<file path="src/design/devctl_pkg.sv">
// package: device control register map, field layout and transaction carriers
package devctl_pkg;

  // register map (0x48 is a multiple of four, so it is the byte address)
  localparam logic [7:0] DEVICE_CONTROL_OFS = 8'h48;
  localparam int ADDR_W = 8;

  // field positions
  localparam int CORR_BIT = 0;
  localparam int NONFATAL_BIT = 1;
  localparam int FATAL_BIT = 2;
  localparam int UNSUPP_BIT = 3;
  localparam int RELAX_BIT = 4;
  localparam int MPS_LO = 5;
  localparam int MPS_HI = 7;
  localparam int WIDE_TAG_BIT = 8;
  localparam int PHANTOM_BIT = 9;
  localparam int AUX_PM_BIT = 10;
  localparam int NO_SNOOP_BIT = 11;
  localparam int MAX_READ_REQ_SEL_LO = 12;
  localparam int MAX_READ_REQ_SEL_HI = 14;
  localparam int RSVD_BIT = 15;

  // reset values
  localparam logic [0:0] REPORT_EN_RST = 1'h0;
  localparam logic [0:0] RELAX_RST = 1'h1;
  localparam logic [2:0] MPS_RST = 3'h0;
  localparam logic [0:0] WIDE_TAG_RST = 1'h0;
  localparam logic [0:0] NO_SNOOP_RST = 1'h0;
  localparam logic [2:0] MAX_READ_REQ_SEL_RST = 3'h2;

  // payload size codes
  localparam logic [2:0] MPS_MAX_CODE = 3'h4;
  localparam logic [12:0] PAYLOAD_128 = 13'h0080;

  // writable bit mask of the 16-bit register (bits 9, 10, 15 fixed at zero)
  localparam logic [15:0] DEVCTL_WR_MASK = 16'h79FF;

  // fields of the device control register
  typedef struct packed {
    logic rsvd;
    logic [2:0] max_read_req_sel;
    logic no_snoop_en;
    logic aux_power_pm_en;
    logic phantom_func_en;
    logic wide_tag_en;
    logic [2:0] max_payload_sel;
    logic relaxed_order_en;
    logic unsupp_req_report_en;
    logic fatal_report_en;
    logic nonfatal_report_en;
    logic correctable_report_en;
  } device_control_t;

  // transaction attributes passing the bridge
  typedef struct packed {
    logic relaxed_order;
    logic no_snoop;
    logic [7:0] tag;
    logic [12:0] req_bytes;
  } tlp_attr_t;

  // raw error events
  typedef struct packed {
    logic correctable;
    logic nonfatal;
    logic fatal;
    logic unsupp_req;
  } err_event_t;

endpackage

</file>
<file path="src/design/attr_forward.sv">
// attribute forwarding path from the opposite side to this side
`timescale 1ns/1ps
`default_nettype none
module attr_forward (
  // clock and reset
  input wire logic clk_i,
  input wire logic rst_i,
  // control
  input wire logic relaxed_order_en_i,
  // inbound transaction
  input wire logic in_valid_i,
  input wire devctl_pkg::tlp_attr_t in_attr_i,
  // outbound transaction
  output logic out_valid_o,
  output devctl_pkg::tlp_attr_t out_attr_o
);
  import devctl_pkg::*;

  // register the transaction, clearing relaxed ordering when disabled
  always_ff @(posedge clk_i) begin
    if (rst_i) begin
      out_valid_o <= 1'b0;
      out_attr_o <= '0;
    end else begin
      out_valid_o <= in_valid_i;
      if (in_valid_i) begin
        out_attr_o <= in_attr_i; // tag, no snoop, size kept
        out_attr_o.relaxed_order <= in_attr_i.relaxed_order & relaxed_order_en_i;
      end
    end
  end
endmodule
`default_nettype wire

</file>
<file path="src/design/device_control_reg.sv">
// device control register with wishbone slave and its effects on traffic
// ---------------------------------------------------------------------
// ---------------------------------------------------------------------
`timescale 1ns/1ps
`default_nettype none
module device_control_reg (
  // clock and reset
  input wire logic clk_i,
  input wire logic rst_i,
  // wishbone slave
  input wire logic wb_cyc_i,
  input wire logic wb_stb_i,
  input wire logic wb_we_i,
  input wire logic [devctl_pkg::ADDR_W-1:0] wb_adr_i,
  input wire logic [3:0] wb_sel_i,
  input wire logic [31:0] wb_dat_i,
  output logic [31:0] wb_dat_o,
  output logic wb_ack_o,
  // error events and gated reports
  input wire devctl_pkg::err_event_t err_event_i,
  output devctl_pkg::err_event_t err_report_o,
  // forwarded traffic, opposite side to this side
  input wire logic fwd_valid_i,
  input wire devctl_pkg::tlp_attr_t fwd_attr_i,
  output logic fwd_valid_o,
  output devctl_pkg::tlp_attr_t fwd_attr_o,
  // locally originated requests
  input wire logic orig_valid_i,
  input wire logic [12:0] orig_bytes_i,
  output logic orig_valid_o,
  output devctl_pkg::tlp_attr_t orig_attr_o,
  // control view
  output logic [12:0] payload_limit_o,
  output devctl_pkg::device_control_t device_control_o
);
  import devctl_pkg::*;

  // ---------------------------------------------------------------------
  // register storage
  // ---------------------------------------------------------------------
  device_control_t device_control_q;
  logic [15:0] wr_data;
  logic [15:0] wr_mask;
  logic [15:0] merged;
  logic hit;
  logic wr_en;

  // address decode on the aligned word
  assign hit = (wb_adr_i[ADDR_W-1:2] == DEVICE_CONTROL_OFS[ADDR_W-1:2]);
  // the write lands at the edge where the master samples ack high, never earlier
  assign wr_en = wb_cyc_i & wb_stb_i & wb_we_i & wb_ack_o & hit;

  // byte lanes 0 and 1 carry the register; fixed bits never take a write
  assign wr_mask = {{8{wb_sel_i[1]}}, {8{wb_sel_i[0]}}} & DEVCTL_WR_MASK;
  assign wr_data = wb_dat_i[15:0];
  assign merged = (wr_data & wr_mask) | (16'(device_control_q) & ~wr_mask);

  // update the writable fields
  always_ff @(posedge clk_i) begin
    if (rst_i) begin
      device_control_q <= '0;
      device_control_q.correctable_report_en <= REPORT_EN_RST;
      device_control_q.nonfatal_report_en <= REPORT_EN_RST;
      device_control_q.fatal_report_en <= REPORT_EN_RST;
      device_control_q.unsupp_req_report_en <= REPORT_EN_RST;
      device_control_q.relaxed_order_en <= RELAX_RST;
      device_control_q.max_payload_sel <= MPS_RST;
      device_control_q.wide_tag_en <= WIDE_TAG_RST;
      device_control_q.no_snoop_en <= NO_SNOOP_RST;
      device_control_q.max_read_req_sel <= MAX_READ_REQ_SEL_RST;
    end else if (wr_en) begin
      device_control_q <= device_control_t'(merged);
    end
  end

  assign device_control_o = device_control_q;

  // ---------------------------------------------------------------------
  // wishbone answer: one wait state, ack dropped the cycle after
  // ---------------------------------------------------------------------
  always_ff @(posedge clk_i) begin
    if (rst_i) begin
      wb_ack_o <= 1'b0;
      wb_dat_o <= 32'h0000_0000;
    end else begin
      wb_ack_o <= wb_cyc_i & wb_stb_i & ~wb_ack_o;
      if (wb_cyc_i & wb_stb_i & ~wb_ack_o & ~wb_we_i) begin
        // unmapped words read zero; upper half always zero
        wb_dat_o <= hit ? {16'h0000, 16'(device_control_q)} : 32'h0000_0000;
      end
    end
  end

  // ---------------------------------------------------------------------
  // error report gating
  // ---------------------------------------------------------------------
  always_ff @(posedge clk_i) begin
    if (rst_i) begin
      err_report_o <= '0;
    end else begin
      err_report_o.correctable <= err_event_i.correctable &
                                  device_control_q.correctable_report_en;
      err_report_o.nonfatal <= err_event_i.nonfatal &
                               device_control_q.nonfatal_report_en;
      err_report_o.fatal <= err_event_i.fatal & device_control_q.fatal_report_en;
      err_report_o.unsupp_req <= err_event_i.unsupp_req &
                                 device_control_q.unsupp_req_report_en;
    end
  end

  // ---------------------------------------------------------------------
  // payload limit decode
  // ---------------------------------------------------------------------
  always_ff @(posedge clk_i) begin
    if (rst_i) begin
      payload_limit_o <= PAYLOAD_128;
    end else if (device_control_q.max_payload_sel > MPS_MAX_CODE) begin
      payload_limit_o <= PAYLOAD_128; // reserved codes
    end else begin
      payload_limit_o <= 13'(PAYLOAD_128 << device_control_q.max_payload_sel);
    end
  end

  // ---------------------------------------------------------------------
  // forwarded traffic
  // ---------------------------------------------------------------------
  attr_forward u_fwd (
    .clk_i(clk_i),
    .rst_i(rst_i),
    .relaxed_order_en_i(device_control_q.relaxed_order_en),
    .in_valid_i(fwd_valid_i),
    .in_attr_i(fwd_attr_i),
    .out_valid_o(fwd_valid_o),
    .out_attr_o(fwd_attr_o)
  );

  // ---------------------------------------------------------------------
  // originated requests: tag zero, no snoop clear, at most 128 bytes
  // ---------------------------------------------------------------------
  always_ff @(posedge clk_i) begin
    if (rst_i) begin
      orig_valid_o <= 1'b0;
      orig_attr_o <= '0;
    end else begin
      orig_valid_o <= orig_valid_i;
      if (orig_valid_i) begin
        orig_attr_o.tag <= 8'h00;
        orig_attr_o.no_snoop <= 1'b0;
        orig_attr_o.relaxed_order <= 1'b0;
        orig_attr_o.req_bytes <= (orig_bytes_i > PAYLOAD_128) ?
                                 PAYLOAD_128 : orig_bytes_i;
      end
    end
  end

endmodule
`default_nettype wire

</file>
<file path="config.mk">
export PLATFORM = sky130hd
export DESIGN_NAME = device_control_reg
export DESIGN_NICKNAME = d
export VERILOG_FILES = /design/src/design/devctl_pkg.sv /design/src/design/attr_forward.sv /design/src/design/device_control_reg.sv
export SDC_FILE = /design/constraint.sdc
export NUM_CORES = 1
export LEC_CHECK = 0
export BUFFER_PORTS_ARGS = -buffer_cell sky130_fd_sc_hd__buf_4
export CORE_MARGIN = 10
export CORE_UTILIZATION = 30
export CTS_BUF_LIST = sky130_fd_sc_hd__clkbuf_4 sky130_fd_sc_hd__clkbuf_8 sky130_fd_sc_hd__clkbuf_16
export DETAILED_ROUTE_END_ITERATION = 8
export PLACE_DENSITY = 0.67
export SYNTH_ARGS = -nofsm -noshare
export SYNTH_HDL_FRONTEND = slang
export SYNTH_SLANG_ARGS = --single-unit
</file>
<file path="constraint.sdc">
create_clock -name clk_i -period 3 [get_ports clk_i]
set_clock_uncertainty 0.05 [all_clocks]
set_input_delay 0.6 -clock clk_i [delete_from_list [all_inputs] [get_ports clk_i]]
set_output_delay 0.6 -clock clk_i [all_outputs]
set_load 0.02 [all_outputs]
</file>
Word level (Yosys, flattened, before mapping) --
Index checks and enable logic that the tools add are counted.
Word-level totals: output and inout port bits 114, register bits 104
Cells by class: eq/ne operators 1, order comparisons 2, bitwise logic cells 17, multiplexer cells 2, reduce and logical (&&, ||, !) cells 1, shift operators 1
Operators by type and width (count):
- AND 16 x 15 -> 16 bit | 1
- AND 16 bit | 1
- two-way mux 16 bit | 1
- NOT 15 -> 16 bit | 1
- bitwise OR 16 bit | 1
- > comparator 13 x 8 -> 1 bit, second input constant | 1
- two-way mux 13 bit | 1
- << shifter 8 x 3 -> 13 bit, first input constant | 1
- AND 1 bit | 11
- equality test 6 x 5 -> 1 bit, second input constant | 1
- > comparator 3 bit, second input constant | 1
- NOT 1 bit | 2
- OR reduction 2 bit | 1

Depth between registers and ports, before layout --
depth in word-level cells 4, mapped depth 4, depth with buffers taken out 3

By module --
A second synthesis with hierarchy kept.
Second synthesis, totals: cell total of the unflattened synthesis 295, area, all modules 3020.4 µm²
Modules (own cells, without submodules):
- device_control_reg | area each 2147.1 µm², instances 1, cells an instance 218
- attr_forward | area each 873.3 µm², instances 1, cells an instance 77

Worst setup path after synthesis --
OpenSTA, ideal clock, no wires.
kind input -> register, from in wb_adr_i[2] (netlist bit), to reg (tool-made name), slack 0.961 ns, arrival 1.917 ns, library setup time 0.072 ns, stages on the path 3, path through or4b_4 nor4_4 mux2i_1
RTL lines:
- from (decl) | line device_control_reg.sv:14 | input wire logic [devctl_pkg::ADDR_W-1:0] wb_adr_i,

Worst setup path in the final report --
from in wb_adr_i[2] (netlist bit), to reg wb_dat_o[4]
Between the ends: longest elaborated chain between the ends 2
RTL lines:
- equality test 6 x 5 -> 1 bit | line device_control_reg.sv:49 | assign hit = (wb_adr_i[ADDR_W-1:2] == DEVICE_CONTROL_OFS[ADDR_W-1:2]);
- two-way mux 16 bit | line device_control_reg.sv:89 | wb_dat_o <= hit ? {16'h0000, 16'(device_control_q)} : 32'h0000_0000;
- to (signal assigned) | line device_control_reg.sv:89
- to (decl) | line device_control_reg.sv:17 | output logic [31:0] wb_dat_o,
No other way between the ends. A chain may end at the register's enable or synchronous reset.

==> results.rst <==
.. list-table::
   :header-rows: 1

   * - Metric
     - Value
   * - Final nets
     - 529
   * - Setup slack of the critical path after layout
     - 1.117 ns
   * - Headroom to the max-slew limit
     - 0.4117
   * - Setup repair after global routing missed its margin
     - false
   * - DRC violation count after routing
     - 0
   * - Total of hold buffers inserted after clock tree synthesis
     - 0
   * - Post-cts resize count
     - 0
   * - Fin. Hold Viols
     - 0
   * - Fraction of the yosys area taken by sequential cells
     - 0.5034
   * - Number of setup buffers added after CTS
     - 0
   * - Core box area
     - 9729 sq um
   * - Post-Synthesis Cell Area
     - 2983 sq um
   * - PwrDens
     - 517.3 nW/um^2
   * - Net switching power
     - 523.3 uW
   * - Number of nets with antenna violations after detailed routing
     - 0
   * - Crit. End Element
     - register
   * - Filler Cells Inserted
     - 986
   * - Summed negative setup slack over all endpoints
     - 0 ns
   * - Post-synthesis average cell area
     - 10.04 sq um
   * - Total grt overflow
     - 0
   * - Yosys top cell by area
     - dfxtp_1
   * - Slowest library cell on the worst path
     - or4b_4
   * - Share of flip-flops with an asynchronous set or reset
     - 0
   * - Boundary Pins
     - 205
   * - Static leakage
     - 0.002003 uW
   * - Number of antenna violations at the first check in global routing
     - 0
   * - Register clock-pin slew on the reported worst setup and hold paths
     - 0.08 ns
   * - Total half-perimeter wirelength after legalization and detailed placement
     - 6.509 mm
   * - Top library cells by usage in the layout, fill and taps aside
     - buf_4, dfxtp_1, nor2_1, conb_1, mux2i_1
   * - CTS sink count
     - 75
   * - Pre-antenna DRT Iters
     - 4
   * - First-pass GRT wire length
     - 13.22 mm
   * - Period minus WS final
     - 1.883 ns
   * - Pin count of the biggest net entering global routing
     - 81
   * - CP max FO
     - 13
   * - Final number of max-transition violations
     - 0
   * - Clock Latency Late Sink
     - 0.34 ns
   * - Std cell rows
     - 36
   * - DR iter-0 viols
     - 85
   * - Worst slack after detailed placement
     - 0.7481 ns
   * - Area of the die
     - 14330 sq um
   * - Placer congestion estimate
     - 0.7607
   * - Ratio of cells with drive above 1 in the final layout
     - 0.3747
   * - Wirelength, routed
     - 8.417 mm
   * - Period Utilization, post-route
     - 0.6275
   * - Synthesized instance count
     - 297
   * - Switching share of total power
     - 0.2366
   * - Dominant register cell in the synthesized netlist
     - dfxtp_1
   * - Total track usage
     - 0.1142
   * - Number of input and output port buffers inserted
     - 142
   * - Max Cap Viol
     - 0
   * - CP Cell Sequence
     - buf_4, or4b_4, or4_4, o32ai_1
   * - Buffer depth of the longest clock path
     - 2
   * - Mean routed wirelength per cell
     - 14.61 um
   * - Fraction of the core area covered by cells at the end of the flow
     - 0.4394
   * - Synthesis-stage register bit count
     - 75
   * - Hold Path Class
     - register to register
   * - Yosys warns
     - 0
   * - Relative contribution of sequential cells to total power
     - 0.465
   * - Maximum frequency from static timing analysis
     - 0.5312 GHz
   * - Die boundary height
     - 119.7 um
   * - Area Overhead vs Synth
     - 43.33%
   * - Arrival time of the worst setup path
     - 2.08 ns
   * - Crit path required time
     - 3.20 ns
   * - Buffer cell driving the clock tree root
     - clkbuf_8
   * - Worst-Margin Slew
     - 0.8805 ns
   * - Status
     - completed
   * - Cell internal power dissipation
     - 1688 uW
   * - Starting density of the core
     - 0.3066
   * - Leading cell type in the layout, fill and taps excluded
     - buf_4
   * - Number of diodes added for antenna fixing
     - 0
   * - Post-synthesis cell type count
     - 28
   * - Placed cell count
     - 560
   * - Startpoint of the most critical register-to-register path
     - wb_ack_o$_SDFF_PP0_
   * - Count of flip-flops with a built-in enable after synthesis
     - 0
   * - Layout Cells excl Fill
     - 576
   * - Vias in the first global route
     - 2513
   * - Area share of the largest cell type after synthesis
     - 0.5034
   * - Largest cells by area after synthesis
     - dfxtp_1, mux2i_1, buf_4
   * - TritonCTS buffer count
     - 9
   * - Final number of setup-violating endpoints
     - 0
   * - Startpoint Class
     - input port
   * - Die width
     - 119.7 um
   * - Delay of the slowest critical-path stage
     - 0.57 ns
   * - Start point of the worst min-delay path
     - orig_attr_o[12]$_SDFFE_PP0P_
   * - H-tree depth reported by CTS
     - 3
   * - Detailed-route vias per instance
     - 4.137
   * - Largest vdd supply drop
     - 217.6 uV
   * - Count of vias placed by the detailed router
     - 2383
   * - CP Class
     - input port to register
   * - Clock share of power
     - 0.420
   * - Critical Path Source
     - wb_adr_i[2]
   * - Combinational Power Share
     - 0.115
   * - TritonCTS clock tree
     - yes
==> critical path, delay by kind of cell <==
family	cells	cell delay [ns]
AO/OA/AOI/OAI	1	0.26
buffers and inverters	1	0.11
AND/OR/NAND/NOR	2	1.12
==> cell families (layout without fill, tap and decap cells) <==
kind of cell,after synthesis,count (layout),synth area share
flip-flops,75,75,0.5034
AO/OA/AOI/OAI,23,23,0.06460
buffers and inverters,74,181,0.1443
other,1,40,0.001257
AND/OR/NAND/NOR,89,89,0.1690
multiplexers,35,35,0.1175
==> metal layers <==
metal  GRT usage  wire (um)  vias to the layer above
li1            -          -                     1194
met1      0.1174       3193                     1085
met2      0.1922       4293                       96
met3     0.04970        782                        8
met4     0.06335        147                        0
met5           0          0                        -
==> worst paths after layout <==
path / end / slack [ns] / depth (start not counted)
worst min register to register: orig_attr_o[12]$_SDFFE_PP0P_ / 0.41 / 1
worst max-delay path: wb_dat_o[4]$_SDFFE_PP0P_ / 1.12 / 4
worst max register to register: wb_dat_o[4]$_SDFFE_PP0P_ / 1.44 / 3
worst min-delay path: orig_attr_o[12]$_SDFFE_PP0P_ / 0.41 / 1
==> cell type report <==
type	instances	area [sq um]	share of cell area
timing repair buffer	145	1089	0.2546
clock inverter	3	67.56	0.01580
tap	133	166.4	0.03892
inverter	20	75.07	0.01756
sequential	75	1501	0.3512
multi-input combinational	187	1197	0.2801
clock buffer	13	178.9	0.04185
==> synth_stat cells (all sizes together), types with 2 or more instances <==
master,number
a32oi,7
and2,5
buf,42
clkbuf,12
dfxtp,75
inv,20
mux2i,35
nand2b,26
nor2,42
nor3,2
nor4,3
nor4b,2
o32ai,13
==> power by group through the flow <==
stage	Sequential, uW	Clock (uW)	Combinational (uW)
global placement	1050	0	251
finish	1030	929	255
detailed placement	1050	0	254
floorplan	1080	0	149
CTS	1030	966	254
global route	1030	1010	276
==> per-stage QoR <==
| step | total power [uW] | hold WS [ns] | cell area (sq um) |
|---|---|---|---|
| 3_3_place_gp | 1300 | 0.3947 | 4029 |
| 6_report | 2212 | 0.4137 | 4275 |
| 5_1_grt | 2318 | 0.4174 | 4275 |
| 2_1_floorplan | 1227 | 0.4293 | 3129 |
| 4_1_cts | 2248 | 0.3945 | 4275 |
| 3_5_place_dp | 1305 | 0.3949 | 4029 |
(Power assumes the default switching activity.)
